===== src/jet_map.svh =====
// Constants for the emulation test access port
`ifndef JET_MAP_SVH
`define JET_MAP_SVH
`define JET_IR_LEN 8
`define JET_IR_EXTEST 8'h00
`define JET_IR_SAMPLE 8'h02
`define JET_IR_PRIV_A 8'h03
`define JET_IR_HIGHZ 8'h06
`define JET_IR_PRIV_LO 8'h20
`define JET_IR_PRIV_HI 8'h29
`define JET_IR_BYPASS 8'hFF
`define JET_IR_CAPTURE 8'h01
`define JET_IR_RESET 8'hFF
`define JET_SYNC_RESET 6'h07
`endif


===== src/jet_pkg.sv =====
// Types for the emulation test access port
package jet_pkg;
  typedef enum logic [3:0] {
    JET_RESET, JET_IDLE, JET_SEL_DR, JET_CAP_DR, JET_SHIFT_DR, JET_EXIT1_DR,
    JET_PAUSE_DR, JET_EXIT2_DR, JET_UPD_DR, JET_SEL_IR, JET_CAP_IR,
    JET_SHIFT_IR, JET_EXIT1_IR, JET_PAUSE_IR, JET_EXIT2_IR, JET_UPD_IR
  } jet_state_type;
  typedef enum logic [1:0] {
    JET_SEL_BYPASS, JET_SEL_DUMMY, JET_SEL_PRIVATE
  } jet_sel_type;
endpackage


===== src/jet_tap.sv =====
// Emulation test access port: TAP controller, 8-bit instruction register, one-bit data paths
`timescale 1ns/1ps
`include "jet_map.svh"
module jet_tap #(
  parameter int IR_LEN = `JET_IR_LEN
) (
  input wire logic sys_clk,
  input wire logic rst,
  input wire logic tck,
  input wire logic tms,
  input wire logic tdi,
  input wire logic trst_n,
  output logic tdo,
  output logic tdo_oe,
  input wire logic emulation_ctl_pin_a_in,
  output logic emulation_ctl_pin_a_out,
  output logic emulation_ctl_pin_a_oe,
  input wire logic emulation_ctl_pin_b_in,
  output logic emulation_ctl_pin_b_out,
  output logic emulation_ctl_pin_b_oe,
  input wire logic emu_halt_req_a,
  input wire logic emu_halt_req_b,
  output logic emu_seen_a,
  output logic emu_seen_b,
  output logic [IR_LEN-1:0] active_instr,
  output logic vendor_private_instr
);
  // ----------------------------------------------------------------
  // Pin synchronisers
  // ----------------------------------------------------------------
  logic [5:0] pins_sync;
  // Reset to idle pin levels so no false edge or pin-low report follows reset
  jet_sync #(
    .WIDTH(6),
    .RESET_VAL(`JET_SYNC_RESET)
  ) u_sync (
    .sys_clk(sys_clk),
    .rst(rst),
    .async_in({tck, tms, tdi, trst_n, emulation_ctl_pin_a_in, emulation_ctl_pin_b_in}),
    .sync_out(pins_sync)
  );
  logic tck_s, tms_s, tdi_s, trst_n_s;
  assign tck_s = pins_sync[5];
  assign tms_s = pins_sync[4];
  assign tdi_s = pins_sync[3];
  assign trst_n_s = pins_sync[2];

  // ----------------------------------------------------------------
  // Decode
  // ----------------------------------------------------------------
  // Only the sample, high-impedance and external-test codes reach the dummy cell
  function automatic jet_pkg::jet_sel_type decode_sel(input logic [IR_LEN-1:0] code);
    if (code == `JET_IR_EXTEST || code == `JET_IR_SAMPLE || code == `JET_IR_HIGHZ)
      decode_sel = jet_pkg::JET_SEL_DUMMY;
    else if (code == `JET_IR_PRIV_A || (code >= `JET_IR_PRIV_LO && code <= `JET_IR_PRIV_HI))
      decode_sel = jet_pkg::JET_SEL_PRIVATE;
    else
      decode_sel = jet_pkg::JET_SEL_BYPASS;
  endfunction

  // Dummy cell or one-bit bypass; shift and drive paths must agree
  function automatic logic uses_dummy(input logic [IR_LEN-1:0] code);
    uses_dummy = (decode_sel(code) == jet_pkg::JET_SEL_DUMMY);
  endfunction

  // ----------------------------------------------------------------
  // TAP state and scan registers
  // ----------------------------------------------------------------
  jet_pkg::jet_state_type state_ff, nxt_state;
  logic tck_d_ff, nxt_tck_d;
  logic [IR_LEN-1:0] ir_shift_ff, nxt_ir_shift;
  logic [IR_LEN-1:0] ir_ff, nxt_ir;
  logic bypass_ff, nxt_bypass;
  logic dummy_ff, nxt_dummy;
  logic tdo_ff, nxt_tdo;
  logic tdo_oe_ff, nxt_tdo_oe;
  logic rise, fall;

  // Limitation: a test clock glitch shorter than one system clock may be missed
  // Edges found by the system clock; pin period must be well above 4 cycles
  assign rise = tck_s & ~tck_d_ff;
  assign fall = ~tck_s & tck_d_ff;

  // Next-state and datapath on TCK rising, TDO update on falling
  always_comb begin
    nxt_tck_d = tck_s;
    nxt_state = state_ff;
    nxt_ir_shift = ir_shift_ff;
    nxt_ir = ir_ff;
    nxt_bypass = bypass_ff;
    nxt_dummy = dummy_ff;
    nxt_tdo = tdo_ff;
    nxt_tdo_oe = tdo_oe_ff;
    // Test reset is a level and wins over any edge found in the same cycle
    if (!trst_n_s) begin
      nxt_state = jet_pkg::JET_RESET;
      nxt_ir = `JET_IR_RESET;
      nxt_tdo_oe = 1'b0;
    end else if (rise) begin
      // Sixteen-state walk, advanced only on a found rising edge
      unique case (state_ff)
        jet_pkg::JET_RESET: nxt_state = tms_s ? jet_pkg::JET_RESET : jet_pkg::JET_IDLE;
        jet_pkg::JET_IDLE: nxt_state = tms_s ? jet_pkg::JET_SEL_DR : jet_pkg::JET_IDLE;
        jet_pkg::JET_SEL_DR: nxt_state = tms_s ? jet_pkg::JET_SEL_IR : jet_pkg::JET_CAP_DR;
        jet_pkg::JET_CAP_DR: nxt_state = tms_s ? jet_pkg::JET_EXIT1_DR : jet_pkg::JET_SHIFT_DR;
        jet_pkg::JET_SHIFT_DR: nxt_state = tms_s ? jet_pkg::JET_EXIT1_DR : jet_pkg::JET_SHIFT_DR;
        jet_pkg::JET_EXIT1_DR: nxt_state = tms_s ? jet_pkg::JET_UPD_DR : jet_pkg::JET_PAUSE_DR;
        jet_pkg::JET_PAUSE_DR: nxt_state = tms_s ? jet_pkg::JET_EXIT2_DR : jet_pkg::JET_PAUSE_DR;
        jet_pkg::JET_EXIT2_DR: nxt_state = tms_s ? jet_pkg::JET_UPD_DR : jet_pkg::JET_SHIFT_DR;
        jet_pkg::JET_UPD_DR: nxt_state = tms_s ? jet_pkg::JET_SEL_DR : jet_pkg::JET_IDLE;
        jet_pkg::JET_SEL_IR: nxt_state = tms_s ? jet_pkg::JET_RESET : jet_pkg::JET_CAP_IR;
        jet_pkg::JET_CAP_IR: nxt_state = tms_s ? jet_pkg::JET_EXIT1_IR : jet_pkg::JET_SHIFT_IR;
        jet_pkg::JET_SHIFT_IR: nxt_state = tms_s ? jet_pkg::JET_EXIT1_IR : jet_pkg::JET_SHIFT_IR;
        jet_pkg::JET_EXIT1_IR: nxt_state = tms_s ? jet_pkg::JET_UPD_IR : jet_pkg::JET_PAUSE_IR;
        jet_pkg::JET_PAUSE_IR: nxt_state = tms_s ? jet_pkg::JET_EXIT2_IR : jet_pkg::JET_PAUSE_IR;
        jet_pkg::JET_EXIT2_IR: nxt_state = tms_s ? jet_pkg::JET_UPD_IR : jet_pkg::JET_SHIFT_IR;
        jet_pkg::JET_UPD_IR: nxt_state = tms_s ? jet_pkg::JET_SEL_DR : jet_pkg::JET_IDLE;
      endcase
      // Scan registers; the fixed capture pattern lets a controller size the chain
      unique case (state_ff)
        jet_pkg::JET_RESET: nxt_ir = `JET_IR_RESET;
        jet_pkg::JET_CAP_IR: nxt_ir_shift = `JET_IR_CAPTURE;
        jet_pkg::JET_SHIFT_IR: nxt_ir_shift = {tdi_s, ir_shift_ff[IR_LEN-1:1]};
        jet_pkg::JET_UPD_IR: nxt_ir = ir_shift_ff;
        jet_pkg::JET_CAP_DR: begin
          nxt_bypass = 1'b0;
          nxt_dummy = 1'b0; // Dummy captures nothing from pins
        end
        jet_pkg::JET_SHIFT_DR: begin
          if (uses_dummy(ir_ff))
            nxt_dummy = tdi_s;
          else
            nxt_bypass = tdi_s;
        end
        default: begin
        end
      endcase
    end else if (fall) begin
      // Output moves on the fall so the next device in the chain samples it settled
      nxt_tdo_oe = (state_ff == jet_pkg::JET_SHIFT_IR) || (state_ff == jet_pkg::JET_SHIFT_DR);
      if (state_ff == jet_pkg::JET_SHIFT_IR)
        nxt_tdo = ir_shift_ff[0];
      else if (state_ff == jet_pkg::JET_SHIFT_DR)
        nxt_tdo = uses_dummy(ir_ff) ? dummy_ff : bypass_ff;
    end
  end

  always_ff @(posedge sys_clk) begin
    if (rst) begin
      state_ff <= jet_pkg::JET_RESET;
      tck_d_ff <= 1'b0;
      ir_shift_ff <= '0;
      ir_ff <= `JET_IR_RESET;
      bypass_ff <= 1'b0;
      dummy_ff <= 1'b0;
      tdo_ff <= 1'b0;
      tdo_oe_ff <= 1'b0;
    end else begin
      state_ff <= nxt_state;
      tck_d_ff <= nxt_tck_d;
      ir_shift_ff <= nxt_ir_shift;
      ir_ff <= nxt_ir;
      bypass_ff <= nxt_bypass;
      dummy_ff <= nxt_dummy;
      tdo_ff <= nxt_tdo;
      tdo_oe_ff <= nxt_tdo_oe;
    end
  end

  // ----------------------------------------------------------------
  // Emulation pins
  // ----------------------------------------------------------------
  logic seen_a_ff, nxt_seen_a, seen_b_ff, nxt_seen_b;
  logic priv_ff, nxt_priv;

  // Pin levels seen after sync; private flag only reported, never acted on
  always_comb begin
    nxt_seen_a = ~pins_sync[1];
    nxt_seen_b = ~pins_sync[0];
    nxt_priv = (decode_sel(ir_ff) == jet_pkg::JET_SEL_PRIVATE);
  end

  always_ff @(posedge sys_clk) begin
    if (rst) begin
      seen_a_ff <= 1'b0;
      seen_b_ff <= 1'b0;
      priv_ff <= 1'b0;
    end else begin
      seen_a_ff <= nxt_seen_a;
      seen_b_ff <= nxt_seen_b;
      priv_ff <= nxt_priv;
    end
  end

  // ----------------------------------------------------------------
  // Pin drivers and status outputs
  // ----------------------------------------------------------------
  // Any processor may hold a pin low, so seen need not be our own request
  // Open collector: drive only low, release otherwise
  assign emulation_ctl_pin_a_out = 1'b0;
  assign emulation_ctl_pin_a_oe = emu_halt_req_a;
  assign emulation_ctl_pin_b_out = 1'b0;
  assign emulation_ctl_pin_b_oe = emu_halt_req_b;
  // Status and scan outputs straight from flops
  assign emu_seen_a = seen_a_ff;
  assign emu_seen_b = seen_b_ff;
  assign vendor_private_instr = priv_ff;
  assign active_instr = ir_ff;
  assign tdo = tdo_ff;
  assign tdo_oe = tdo_oe_ff;
endmodule


===== src/jet_sync.sv =====
// Two-flop synchroniser for pins from outside the system clock domain
`timescale 1ns/1ps
module jet_sync #(
  parameter int WIDTH = 1,
  parameter logic [WIDTH-1:0] RESET_VAL = '0
) (
  input wire logic sys_clk,
  input wire logic rst,
  input wire logic [WIDTH-1:0] async_in,
  output logic [WIDTH-1:0] sync_out
);
  logic [WIDTH-1:0] meta_ff;
  logic [WIDTH-1:0] nxt_meta;
  logic [WIDTH-1:0] sync_ff;
  logic [WIDTH-1:0] nxt_sync;

  // First stage read only by the second
  always_comb begin
    nxt_meta = async_in;
    nxt_sync = meta_ff;
  end

  always_ff @(posedge sys_clk) begin
    if (rst) begin
      meta_ff <= RESET_VAL;
      sync_ff <= RESET_VAL;
    end else begin
      meta_ff <= nxt_meta;
      sync_ff <= nxt_sync;
    end
  end

  assign sync_out = sync_ff;
endmodule


===== config.mk =====
export PLATFORM = sky130hd
export DESIGN_NAME = jet_tap
export DESIGN_NICKNAME = d
export VERILOG_FILES = /design/src/jet_pkg.sv /design/src/jet_tap.sv /design/src/jet_sync.sv
export VERILOG_INCLUDE_DIRS = /design/src
export SDC_FILE = /design/constraint.sdc
export NUM_CORES = 1
export LEC_CHECK = 0
export BUFFER_PORTS_ARGS = -buffer_cell sky130_fd_sc_hd__buf_4
export CAP_MARGIN = 20
export CORE_MARGIN = 2
export CORE_UTILIZATION = 54
export CTS_CLUSTER_SIZE = 24
export DETAILED_ROUTE_END_ITERATION = 7
export PLACE_DENSITY = 0.86
export SYNTH_ARGS = -nofsm -noshare
export SYNTH_HDL_FRONTEND = slang
export SYNTH_SLANG_ARGS = --single-unit

===== constraint.sdc =====
create_clock -name sys_clk -period 1.6 [get_ports sys_clk]
set_input_delay 0.24 -clock sys_clk [delete_from_list [all_inputs] [get_ports sys_clk]]
set_output_delay 0.24 -clock sys_clk [all_outputs]
set_load 0.02 [all_outputs]

# Yosys cells after proc, flatten, opt, wreduce, memory -nomap -nowiden
# Index checks and enable logic that the tools add are counted.
[totals]
regBits = 40
inputBits = 10
out_inout_bits = 17
[op_classes]
order_cmp = 2
n_eq_ne = 23
mux = 31
n_bitwise = 8
n_reduce_logical = 21
[ops]
columns = ["operator", "count"]
rows = [
  ["4-bit one-hot mux with 12 select lines", 1],
  ["4-bit equality test (second input constant)", 8],
  ["8-bit one-hot mux with 2 select lines", 2],
  ["2-bit two-way mux", 12],
  ["4-bit by 3-bit equality test with 1-bit output (second input constant)", 4],
  ["8-bit by 2-bit equality test with 1-bit output (second input constant)", 2],
  ["4-bit two-way mux", 4],
  ["4-bit AND reduction", 3],
  ["4-bit by 2-bit equality test with 1-bit output (second input constant)", 2],
  ["8-bit by 3-bit equality test with 1-bit output (second input constant)", 1],
  ["8-bit by 6-bit greater-or-equal comparator with 1-bit output (second input constant)", 1],
  ["8-bit by 6-bit <= comparator with 1-bit output (second input constant)", 1],
  ["8-bit logical NOT", 1],
  ["1-bit two-way mux", 8],
  ["2-bit nonzero test", 4],
  ["3-bit two-way mux", 2],
  ["1-bit NOT", 6],
  ["2-bit OR reduction", 3],
  ["2-bit by 1-bit equality test with 1-bit output (second input constant)", 2],
  ["4-bit by 1-bit equality test with 1-bit output (second input constant)", 1],
  ["4-bit logical NOT", 1],
  ["1-bit logical OR", 4],
  ["2-bit != test (second input constant)", 2],
  ["1-bit one-hot mux with 2 select lines", 2],
  ["6 further kinds", 8],
]

# Longest topological paths before layout
# Gate-level depths: netlist of the first run.
[logic_depth]
ltp_word = 14
ltp_mapped = 6
depth_no_buf = 4

# Modules after synthesis
# A second synthesis of the first run with hierarchy kept.
[unflattened]
hier_cells = 184
area_unflattened_um2 = 1667.8
[modules_own_cells]
columns = ["mod", "n_inst", "cells_each", "area_each_um2", "seq_area_each_um2"]
rows = [
  ["jet_tap", 1, 159, 1340.0, 560.5],
  ["jet_sync", 1, 25, 327.8, 240.2],
]

# Worst setup path after synthesis of the first run
# OpenSTA, ideal clock, no wires.
[synth_path]
kind = "register to register"
startpoint = "reg ir_ff[7], in the netlist active_instr[7]"
endpoint = "reg tdo_ff, in the netlist tdo"
setup_ps = 96
arrival_time_ps = 1369
path_slack_ps = 135
stages_incl_launch_ff = 5
cell_sequence = "dfxtp_1 -> nor3_1 -> o211a_1 -> mux2_2 -> o41ai_2"
[synth_via]
elab_chain_cells = 14
word_cells_on_any_way = 21
classes_between = "order compare: 2; eq/ne: 4; mux: 10; reduce/logical: 5"
[synth_lines]
columns = ["item", "line", "rtl"]
rows = [
  ["start: declaration", "jet_tap.sv:72", "logic [IR_LEN-1:0] ir_ff, nxt_ir;"],
  ["start signal: assignment", "jet_tap.sv:153", "ir_ff <= `JET_IR_RESET;"],
  ["start signal: assignment", "jet_tap.sv:162", "ir_ff <= nxt_ir;"],
  ["8-bit by 6-bit greater-or-equal comparator with 1-bit output (no source line) / 8-bit by 6-bit <= comparator with 1-bit output (equally long branches)", "-", ""],
  ["1-bit logical AND (no source line)", "-", ""],
  ["1-bit logical OR", "jet_tap.sv:55", "else if (code == `JET_IR_PRIV_A || (code >= `JET_IR_PRIV_LO && code <= `JET_IR_PRIV_HI))"],
  ["2-bit two-way mux", "jet_tap.sv:55", ""],
  ["2-bit two-way mux (*)", "jet_tap.sv:53", "if (code == `JET_IR_EXTEST || code == `JET_IR_SAMPLE || code == `JET_IR_HIGHZ)"],
  ["2-bit two-way mux (*)", "jet_tap.sv:143", "else if (state_ff == jet_pkg::JET_SHIFT_DR)"],
  ["2-bit two-way mux (*)", "jet_tap.sv:141", "if (state_ff == jet_pkg::JET_SHIFT_IR)"],
  ["2-bit two-way mux (*)", "jet_tap.sv:138", "end else if (fall) begin"],
  ["2-bit two-way mux (*)", "jet_tap.sv:99", "end else if (rise) begin"],
  ["2-bit two-way mux (*)", "jet_tap.sv:95", "if (!trst_n_s) begin"],
  ["2-bit by 1-bit equality test with 1-bit output (*)", "jet_tap.sv:63", "uses_dummy = (decode_sel(code) == jet_pkg::JET_SEL_DUMMY);"],
  ["1-bit two-way mux (*)", "jet_tap.sv:144", "nxt_tdo = uses_dummy(ir_ff) ? dummy_ff : bypass_ff;"],
  ["1-bit two-way mux (*)", "jet_tap.sv:143", ""],
  ["1-bit two-way mux (*)", "jet_tap.sv:141", ""],
  ["end signal: assignment", "jet_tap.sv:165", "tdo_ff <= nxt_tdo;"],
  ["end: declaration", "jet_tap.sv:75", "logic tdo_ff, nxt_tdo;"],
]
# Mark *: on every way between the ends. The rest lies on a longest branch, timed or not. The select of a mux whose other input is x is not followed.
# A chain may end at the register's enable or synchronous reset.

# Worst setup path after layout of the first run
[layout_path]
startpoint = "reg state_ff[1]"
endpoint = "reg bypass_ff"
[layout_via]
elab_chain_cells = 3
word_cells_on_any_way = 6
classes_between = "eq/ne: 3; mux: 1; reduce/logical: 2"
[layout_lines]
columns = ["item", "line", "rtl"]
rows = [
  ["start: declaration", "jet_tap.sv:69", "jet_pkg::jet_state_type state_ff, nxt_state;"],
  ["start signal: assignment", "jet_tap.sv:150", "state_ff <= jet_pkg::JET_RESET;"],
  ["start signal: assignment", "jet_tap.sv:159", "state_ff <= nxt_state;"],
  ["4-bit by 3-bit equality test with 1-bit output / 4-bit by 2-bit equality test with 1-bit output (equally long branches)", "jet_tap.sv:120", "unique case (state_ff)"],
  ["2-bit != test (no source line) / 2-bit nonzero test (equally long branches)", "-", ""],
  ["4-bit AND reduction (no source line)", "-", ""],
  ["end signal: assignment", "jet_tap.sv:163", "bypass_ff <= nxt_bypass;"],
  ["end: declaration", "jet_tap.sv:73", "logic bypass_ff, nxt_bypass;"],
]
# Several ways; a longest one is shown, not always the timed one.

==> out/summary.md, run 1 <==
The run finished with clean final reports. Wires add up to 3272 um. TritonCTS built the clock tree. The worst hold path belongs to the class primary input to flip-flop. Hold repair after CTS inserted 0 buffers.

CTS saw 40 sinks. Standby leakage power: 0.7652 nW. Critical register-to-register path startpoint: state_ff[1]. The tree is rooted in a sky130_fd_sc_hd__clkbuf_4. After synthesis, the mean cell area works out to 9.036 um^2. The portion of the clock cycle consumed by the worst path in the final layout is 0.9498, and the HPWL after detailed placement is 2335 um. The logs give 3556 um^2 for the die area and 1672 um^2 for the post-synth design cell area.

Counting distinct cell types in the post-synthesis netlist gives 42. The tightest hold path in the finished design has a slack of 71.46 ps. Buffers added to address setup during post-CTS repair amount to 0. The highest fanout seen on the critical path came out at 5. The tools report the pin count of the biggest net entering global routing as 32. The run gives 185 as the gate count of the mapped netlist.

Data arrives at the worst endpoint at 1800 ps. In this run, synthesis inferred 0 flip-flops with an integrated enable. At the later pin of the worst-skew pair, clock insertion delay measures 350 ps. STA classifies the critical path startpoint as a flip-flop. Setup violations remaining at the end of the flow were counted as 0. The portion of netlist area occupied by mux cells was 0.02470; the number of buffers created by CTS was 5. For the worst flop-to-flop path, the logic depth is 4. The top-level port count was 27; the post-layout instance area was 1967 um^2. The tools report the number of pins with negative max-slew slack in the final report as 0. The dominant synthesized flop cell is sky130_fd_sc_hd__dfxtp_1. Switching fraction of total power: 0.2304.

In this run the power density over the cells is 842.9 nW/um^2. The top cell type's share of synthesized area is 0.4790. The congestion estimate from routability-driven global placement came to 0.8714. The worst setup path is captured at a flip-flop. The fraction of power consumed by sequential logic was 0.619; the number of cells on the worst hold path was 2.

Setup total negative slack on the finished layout was measured at 0 ps. The initial core utilization was 0.5567. Library cell occupying the most area in the post-synthesis netlist: sky130_fd_sc_hd__dfxtp_1. Sink of the worst hold path: u_sync.meta_ff[2].

The clock period could shrink to 1520 ps. The compound-cell area share of the yosys netlist was 0.1759; the total via count after detailed routing was 1381. The final layout contains 221 nets.

The clock tree synthesis step divided the H-tree into 2 levels. The worst-case IR drop observed on VDD is 0.6367 mV. The average wire length per cell after detail routing is 13.36 um, and the number of I/O port buffers is 20.

The run gives 0 as the number of max-cap violations. The overall fraction of global-route tracks in use was 0.2042. The first-pass GRT wire length is 5464 um.

The adder and majority gate portion of the synthesized area is 0, and the number of cells in the design after placement is 237. The fraction of final layout cells with drive strength greater than 1 was 0.2736. The logs give 1311 for the number of global-route vias before repair and 0 for the number of design rule violations left after detail routing. From left edge to right edge, the die measures 59.64 um. The share of flip-flops with an asynchronous set or reset was 0; the antenna diode count was 0. The run gives 0 as the count of endpoints failing hold in the final timing report. Ranked by instance count, the synthesized netlist is headed by 40 x sky130_fd_sc_hd__dfxtp_1, 15 x sky130_fd_sc_hd__nor2_1, 15 x sky130_fd_sc_hd__nor2b_1. The share of synthesized cell area in and, or, nand and nor gates was 0.2537. Largest family of logic cells by synthesized area: simple AND/OR/NAND/NOR gates. During synthesis, Yosys emitted a total of 0 warnings. The logs give 0.4790 for the portion of the post-synthesis area used by sequential elements and 0.057 for the part of the total power dissipated in combinational logic. Clock skew on the completed layout was measured at 10.39 ps. The critical path in this run is classified as flip-flop to flip-flop.

After clock tree synthesis, the clock-pin slew on the worst setup and hold paths is 110 ps. The XOR/XNOR share of the synthesized area works out to 0.01048. The worst hold path begins at trst_n. The setup slack on the worst flop-to-flop path is 80 ps, and the DRC violation total after the first TritonRoute iteration is 43. The tools report the start point of the critical path as state_ff[1]. The run gives 1889 um^2 as the cell area after placement. By instance count, the leading cell after synthesis is sky130_fd_sc_hd__dfxtp_1. The initial antenna violation count was 0; the count of TritonRoute iterations in the first routing pass was 4. From synthesis to final layout, the design area changed by 17.66%. Net load switching power: 0.0003819 W.

The worst register-to-register path ends at bypass_ff. The total overflow left after global routing is 0. The relative contribution of the clock network to total power is 0.325, and the flip-flop and latch count after synthesis is 40. The final cell count without fillers came out at 245. The clock passes through at most 2 buffers. The initialized floorplan defines 20 standard-cell rows. The utilization of the core after routing is 0.6550.

Setup repair after global routing left no endpoint under its margin. The detailed-route vias per instance is 5.637, and the core area is 3003 um^2. Once detail routing completed, the nets flagged for antenna violations numbered 0. For the required time at the worst-slack endpoint, the log shows 1880 ps. The layout has 263 filler cells. The internal power of the cells totals 0.001276 W.

Ranked by total cell area, the synthesized netlist is headed by sky130_fd_sc_hd__dfxtp_1 48%, sky130_fd_sc_hd__nor2b_1 5.6%, sky130_fd_sc_hd__nor2_1 3.4%. The highest achievable clock rate was 0.6580 GHz; the die span in y was 59.64 um.
## through the flow
stage                     power, W  setup slack [ps]
after global placement    0.001138             126.1
after floorplan           0.001115             134.9
after global routing      0.001717             4.122
after detailed placement  0.001142             77.91
final                     0.001658             80.26
after CTS                 0.001674             39.10
## power groups by stage
| stage | Sequential, W | Combinational, W | Clock (W) |
|---|---|---|---|
| floorplan | 0.00105 | 0.0000697 | 0 |
| global placement | 0.00105 | 0.0000912 | 0 |
| detailed placement | 0.00105 | 0.0000943 | 0 |
| CTS | 0.00103 | 0.0000943 | 0.000555 |
| global route | 0.00103 | 0.000104 | 0.000586 |
| finish | 0.00103 | 0.0000942 | 0.000538 |
## layout make-up
class	count	area [um^2]	area share
multi-input combinational	127	790.8	0.4020
clock buffer	6	51.30	0.02608
tap	33	41.29	0.02099
sequential	40	807.0	0.4103
inverter	4	15.01	0.007634
timing repair buffer	33	247.7	0.1260
clock inverter	2	13.76	0.006997
## sequential cells by signal, indices dropped and copies added, names as in the netlist
| name | count |
|---|---|
| u_sync.meta_ff | 6 |
| active_instr | 8 |
| tdo_oe | 1 |
| tdo | 1 |
| emu_seen_a | 1 |
| ir_shift_ff | 8 |
| state_ff | 4 |
| vendor_private_instr | 1 |
| u_sync.sync_out | 6 |
| dummy_ff | 1 |
| bypass_ff | 1 |
| emu_seen_b | 1 |
| tck_d_ff | 1 |
## kinds of logic after synthesis
kind of cell | count (synthesis)
and+or+nand+nor | 76
AOI/OAI and AO/OA | 43
DFF | 40
buffers and inverters | 19
muxes | 4
xor gates and xnor gates | 2
other | 1
## layer usage
metal  global-route usage  vias to the layer above  wire length, um
met3              0.05240                        4              146
li1                     -                      698                -
met2               0.3422                       34             1591
met5                    0                        -                0
met4              0.09524                        0               31
met1               0.2435                      645             1502
## worst max-delay path, cell delays in order, from the launching register on
cell,delay [ps]
sky130_fd_sc_hd__dfxtp_1,420
sky130_fd_sc_hd__nor2b_1,240
sky130_fd_sc_hd__or4b_1,480
sky130_fd_sc_hd__o21ai_1,120
sky130_fd_sc_hd__mux2i_1,200
## what timing repair did
action	CTS	global route
gates resized for setup	0	8
setup endpoints to repair	0	10
hold endpoints to repair	0	0
## layout by cell type (no fill, tap or decap), drive strengths merged, types with 2 or more instances in the layout
cell    count
a211oi      3
a21oi       8
a22oi       5
buf        33
clkbuf      6
conb        2
dfxtp      40
inv         5
mux2i       3
nand2      12
nand2b      5
nand3       3
nand3b      3
nand4       2
nor2       15
nor2b      15
nor3        6
nor3b       2
o21ai       9
o22ai       9
or2         7
or4         2
xnor2       2
## worst max path at each step
stage | to | depth (start not counted) | slack [ps]
after global routing | dummy_ff | 4 | 4
after global placement | active_instr[6] | 4 | 130
after detailed placement | tdo | 4 | 80
after floorplan | tdo | 4 | 130
final | bypass_ff | 4 | 80
after CTS | active_instr[5] | 4 | 40
No activity file was read; power rests on OpenSTA's default activity.
==> inputs of run 2 (changes only) <==
- CORE_UTILIZATION: 54 -> 35
- PLACE_DENSITY: 0.86 -> 0.63
==> out/summary.md, run 2 (synthesis results as in run 1) <==
Power density over cell area: 968.0 nW/um^2 (+15%). The startpoint identified for the worst register-to-register timing path is state_ff[0]. The antenna diode count is 0 (unchanged), and the number of H-tree levels is 2 (unchanged). The tools report the top-level port count as 27 (unchanged). The logs give 1830 ps (-50 ps) for the required time at the worst-slack endpoint and 2318 um (-0.75%) for the HPWL after detailed placement. Most frequent standard cell in the layout excluding fill and tap cells: sky130_fd_sc_hd__dfxtp_1. For the number of max-cap violations, the log shows 0 (unchanged). Grouping stages by cell kind, the critical path spends the most delay in simple AND/OR/NAND/NOR gates. The total setup buffers inserted after CTS was 0 (unchanged); the pin count of the biggest net entering global routing was 32 (unchanged). The tools report the total global routing overflow as 0 (unchanged). The signed area change from the synthesized netlist to the final layout is 23.20%.

For the die area, the log shows 5345 um^2 (+50%). The count of endpoints failing hold in the final timing report is 0 (unchanged). The beginning of the worst hold path is emulation_ctl_pin_b_in. The tools report the number of pins with negative max-slew slack in the final report as 0 (unchanged). STA classifies the critical path endpoint as a flip-flop.

In the layout the commonest cells are 36 x sky130_fd_sc_hd__dfxtp_1, 33 x sky130_fd_sc_hd__buf_4, 15 x sky130_fd_sc_hd__nor2_1. The portion of the clock cycle consumed by the worst path in the final layout came out at 0.9274 (-0.02245). The number of design rule violations left after detail routing was 0 (unchanged).

STA classifies the critical path startpoint as a flip-flop. Buffering stage count on the worst path with inverters included: 0 (unchanged). Traced cell by cell, the critical path runs through or4_1, a21oi_4, o22ai_1, nand2_1. The die span in y was 73.11 um (+23%). The run finished with clean final reports. The highest fanout seen on the critical path came out at 10 (+5).

Among all stages on the critical path, the largest delay is contributed by sky130_fd_sc_hd__or4_1. The number of buffers created by CTS was 5 (unchanged); the number of global-route vias before repair was 1213 (-7.5%). The post-layout instance area is 2059 um^2 (+4.7%), and the average wire length per cell after detail routing is 12.38 um (-7.3%). The run gives 0.7908 nW (+3.4%) as the standby leakage power. The fraction of final layout cells with drive strength greater than 1 was 0.2736 (unchanged); the detailed-route vias per instance was 5.060 (-10%).

The endpoint of the most critical register-to-register path is active_instr[0]. The initial core utilization is 0.3587 (-0.1980). TritonCTS built the clock tree. The setup path with the least slack is of type flip-flop to flip-flop. The area occupied by multi-input gates was 797.0 um^2 (+0.79%). The number of nets in the layout came out at 221 (unchanged).

The total via count after detailed routing was 1346 (-2.5%); the die width was 73.11 um (+23%). Number of cells on the worst hold path: 2 (unchanged). The cell area after placement came out at 1916 um^2 (+1.4%). The logs give 0.6739 GHz (+2.4%) for the highest achievable clock rate and 4 (unchanged) for the count of TritonRoute iterations in the first routing pass. The sink of the worst hold path was u_sync.meta_ff[0]. The number of hold buffers added after cts is 0 (unchanged).

The final routed wirelength across all metal layers was 3293 um (+0.64%); the longest individual stage delay on the worst path was 570 ps (+90 ps). The run gives 120 ps (+40 ps) as the setup slack on the worst flop-to-flop path. The clock sink count is 40 (unchanged), and the number of core rows is 25 (+25%). The worst-case reg-to-reg path depth is 4 (unchanged). For the post-detailed-route count of antenna-violating nets, the log shows 0 (unchanged). CTS placed an instance of sky130_fd_sc_hd__clkbuf_8 at the clock tree root. The clock transition at the registers of the reported paths is 70 ps (-40 ps). The tools report the overall fraction of global-route tracks in use as 0.1362 (-0.06802).

The logs give 290 ps (-60 ps) for the clock latency on the worst-skew pair and 2.308 ps (-8.081 ps) for the clock skew after layout. For the setup-violating endpoint count in the final report, the log shows 0 (unchanged). For the number of fill cells in the layout, the log shows 451 (+71%).

The run gives 0 (unchanged) as the initial antenna violation count. The shortest clock period the worst path allows after layout was 1484 ps (-35.92 ps). Setup repair after global routing left no endpoint under its margin. The sum of negative setup slack is 0 ps (unchanged), and the number of buffers between clock root and the deepest sink is 2 (unchanged). The logs give 5561 um (+1.8%) for the first-pass GRT wire length and 0.4419 (-0.2131) for the utilization of the core after routing. In this run the worst hold path is classified as primary input to flip-flop.

The run gives 0.7966 (-8.6%) as the global placement routability congestion. The core area is 4661 um^2 (+55%), and the DRC violation total after the first TritonRoute iteration is 42 (-2.3%). The number of I/O port buffers is 20 (unchanged). Maximum VDD drop: 0.5839 mV (-8.3%).

The run gives 805.8 um^2 (-0.16%) as the area taken by flip-flops and latches. The run gives 1720 ps (-80 ps) as the arrival time at the worst endpoint.
## run 2: layout make-up
type,count,area share
Sequential cell,40,0.3913
Tap cell,54,0.03281
Timing Repair Buffer,33,0.1203
Inverter,4,0.007290
Clock inverter,1,0.01458
Multi-Input combinational cell,127,0.3870
Clock buffer,7,0.04678
## run 2: how the worst max path moves through the flow
stage | start | end | depth (start not counted)
global route | state_ff[0] | bypass_ff | 4
detailed placement | state_ff[0] | tdo | 4
CTS | active_instr[7] | tdo | 4
floorplan | active_instr[7] | tdo | 4
global placement | state_ff[0] | tdo | 4
finish | state_ff[0] | active_instr[0] | 4
## run 2: per-layer routing
| metal | vias to the layer above | track usage | part of all wire |
|---|---|---|---|
| met5 | - | 0 | 0 |
| met4 | 0 | 0.05556 | 0.017 |
| met3 | 5 | 0.05110 | 0.052 |
| met2 | 26 | 0.2002 | 0.43 |
| met1 | 621 | 0.1792 | 0.50 |
| li1 | 694 | - | - |
## run 2: what timing repair did
action / CTS / global route
gates cloned: 0 / 0
pin swaps: 0 / 2
setup endpoints to repair: 1 / 3
gates resized for setup: 1 / 6
## run 2: stage by stage
stage          cells  total power [W]  hold slack, ps  setup slack (ps)
5_1_grt          266         0.002073           116.6             26.88
6_report         266         0.001994           130.5             116.2
3_5_place_dp     258         0.001141           380.0             25.00
3_3_place_gp     258         0.001140           372.5             56.53
4_1_cts          266         0.002030           116.4             18.36
2_1_floorplan    186         0.001115           343.8             134.9
## run 2: power breakdown
part | switching (W) | internal, W | leakage [nW] | total [W]
clock network | 0.000326 | 0.000550 | 0.0645 | 0.000876
registers | 0.0000120 | 0.00101 | 0.327 | 0.00103
logic | 0.0000476 | 0.0000448 | 0.400 | 0.0000923
==> inputs of run 3 (changes only) <==
- BUFFER_PORTS_ARGS: -buffer_cell sky130_fd_sc_hd__buf_4 -> -buffer_cell sky130_fd_sc_hd__buf_2
- SETUP_SLACK_MARGIN: default -> 0.15
==> out/summary.md, run 3 (synthesis results as in run 1) <==
The worst-case reg-to-reg path depth is 4 (unchanged). Most frequent standard cell in the layout excluding fill and tap cells: sky130_fd_sc_hd__dfxtp_1. The worst max-slew margin expressed relative to the limit is 0.6363. Power density over cell area: 926.9 nW/um^2 (-4.2%).

Setup repair after global routing could not meet its margin everywhere. The endpoint identified for the worst register-to-register timing path is dummy_ff. For the top-level port count, the log shows 27 (unchanged).

The sum of negative setup slack was 0 ps (unchanged); the utilization of the core after routing was 0.4448 (+0.002953). The average wire length per cell after detail routing was 12.93 um (+4.5%); the first-pass GRT wire length was 5747 um (+3.3%). At the pin with the least slew margin, the transition time is 545.6 ps. Clock skew after layout: 10.28 ps (+7.974 ps).

The tools report the antenna diode count as 0 (unchanged). The number of max-cap violations is 0 (unchanged), and the setup slack on the worst flop-to-flop path is 120 ps (about the same). The worst hold path terminates at u_sync.meta_ff[2]. The number of H-tree levels was 2 (unchanged); the fraction of final layout cells with drive strength greater than 1 was 0.3226 (+0.04900).

The highest fanout seen on the critical path came out at 6 (-4). The number of I/O port buffers is 20 (unchanged), and the post-layout worst setup margin is 122.8 ps (+6.594 ps). Global placement routability congestion: 0.7617 (-4.4%). The initial antenna violation count came out at 0 (unchanged). The final routed wirelength across all metal layers was 3505 um (+6.4%). The count of endpoints failing hold in the final timing report is 0 (unchanged), and the HPWL after detailed placement is 2306 um (-0.51%). The logs give 0.8018 nW (+1.4%) for the standby leakage power and 0 (unchanged) for the number of hold buffers added after cts. The run gives 5 (unchanged) as the number of buffers created by CTS. The logs give 0 (unchanged) for the post-detailed-route count of antenna-violating nets and 1660 ps (-60 ps) for the arrival time at the worst endpoint.

The run finished with clean final reports. In the layout the commonest cells are 32 x sky130_fd_sc_hd__dfxtp_1, 20 x sky130_fd_sc_hd__buf_2, 18 x sky130_fd_sc_hd__buf_4. The run gives 25 (-22%) as the pin count of the biggest net entering global routing.

The post-place setup slack was 96.54 ps (+71.54 ps). The tools report the setup-violating endpoint count in the final report as 0 (unchanged). The shortest clock period the worst path allows after layout works out to 1477 ps (-6.594 ps).

In this run the critical register-to-register path is launched from state_ff[1]. The number of design rule violations left after detail routing was 0 (unchanged); the maximum VDD drop was 0.6068 mV (+3.9%). Number of nets in the layout: 226 (+2.3%).

The clock transition at the registers of the reported paths was 80 ps (about the same); the initial core utilization was 0.3587 (unchanged). Number of core rows: 25 (unchanged). The tools report the clock latency on the worst-skew pair as 290 ps (about the same).

Die width: 73.11 um (unchanged). The root buffer cell chosen for the clock tree is sky130_fd_sc_hd__clkbuf_8. The run gives 1790 ps (-40 ps) as the required time at the worst-slack endpoint. STA classifies the critical path endpoint as a flip-flop. Clock sink count: 40 (unchanged). The number of cells on the worst hold path is 2 (unchanged), and the number of buffers between clock root and the deepest sink is 2 (unchanged). The logs give 4661 um^2 (unchanged) for the core area and 0.6769 GHz (+0.45%) for the highest achievable clock rate. The total via count after detailed routing was 1404 (+4.3%); the die span in y was 73.11 um (unchanged).

The worst setup path is launched from a flip-flop. The die area is 5345 um^2 (unchanged), and the number of pins with negative max-slew slack in the final report is 0 (unchanged). The min-delay analysis places its worst path in the category primary input to flip-flop. For the number of fill cells in the layout, the log shows 456 (+1.1%). The overall fraction of global-route tracks in use came out at 0.1391 (+0.002966). The count of TritonRoute iterations in the first routing pass came out at 4 (unchanged).

The worst hold path begins at trst_n. The run gives 130.9 ps (+0.4080 ps) as the worst hold slack. The DRC violation total after the first TritonRoute iteration was 70 (+67%); the detailed-route vias per instance was 5.181 (+2.4%). The area growth from synthesis to layout is 24.03%. Portion of the clock cycle consumed by the worst path in the final layout: 0.9233 (-0.004121). TritonCTS built the clock tree. The number of global-route vias before repair came out at 1263 (+4.1%).

The total global routing overflow was 0 (unchanged). By startpoint and endpoint, the worst setup path is classified as flip-flop to flip-flop.
run 3: cell type report:
| class | count | area, um^2 | share of cell area |
|---|---|---|---|
| multi-input cells | 127 | 829.5 | 0.4001 |
| flip-flops and latches | 40 | 818.3 | 0.3947 |
| repair buffers | 38 | 235.2 | 0.1135 |
| clock buffers | 6 | 72.57 | 0.03500 |
| well taps | 54 | 67.56 | 0.03259 |
| clock inverters | 2 | 35.03 | 0.01690 |
| inverters | 4 | 15.01 | 0.007242 |
run 3: timing repair:
action	CTS	global route
setup buffers	1	3
resized for setup	7	8
pin swaps	2	20
endpoints found under the setup margin	11	16
cloned	0	0
run 3: worst max-delay path by stage:
stage	start	to	slack [ps]	cells past startpoint
floorplan	active_instr[7]	tdo	180	4
global placement	active_instr[7]	tdo	80	4
detailed placement	state_ff[3]	active_instr[4]	100	4
CTS	active_instr[0]	tdo	90	4
global route	state_ff[1]	bypass_ff	50	4
finish	state_ff[1]	dummy_ff	120	4
run 3: layer usage:
metal  vias to the layer above  part of all wire  global-route usage
met5                         -                 0                   0
met4                         0             0.018             0.05556
met3                         7             0.042             0.03729
met2                        34              0.45              0.2042
met1                       659              0.49              0.1930
li1                        704                 -                   -
run 3: critical path, cell delays in order, from the launching register on:
cell and delay [ps]:
sky130_fd_sc_hd__dfxtp_2 400, sky130_fd_sc_hd__nor2b_2 200, sky130_fd_sc_hd__or4b_1 480, sky130_fd_sc_hd__a21boi_1 170
sky130_fd_sc_hd__mux2i_1 120
run 3: report_power, final:
group	internal, W	switching [W]	total (W)
sequential	0.00101	0.0000117	0.00102
clock	0.000463	0.000345	0.000808
combinational	0.0000421	0.0000508	0.0000929
total	0.00151	0.000408	0.00192
run 3: stage by stage:
step | std cells | instance area, um^2 | total power, W
5_1_grt | 271 | 2073 | 0.001998
3_5_place_dp | 259 | 1878 | 0.001138
4_1_cts | 268 | 2017 | 0.001949
6_report | 271 | 2073 | 0.001922
2_1_floorplan | 186 | 1680 | 0.001115
3_3_place_gp | 259 | 1878 | 0.001136
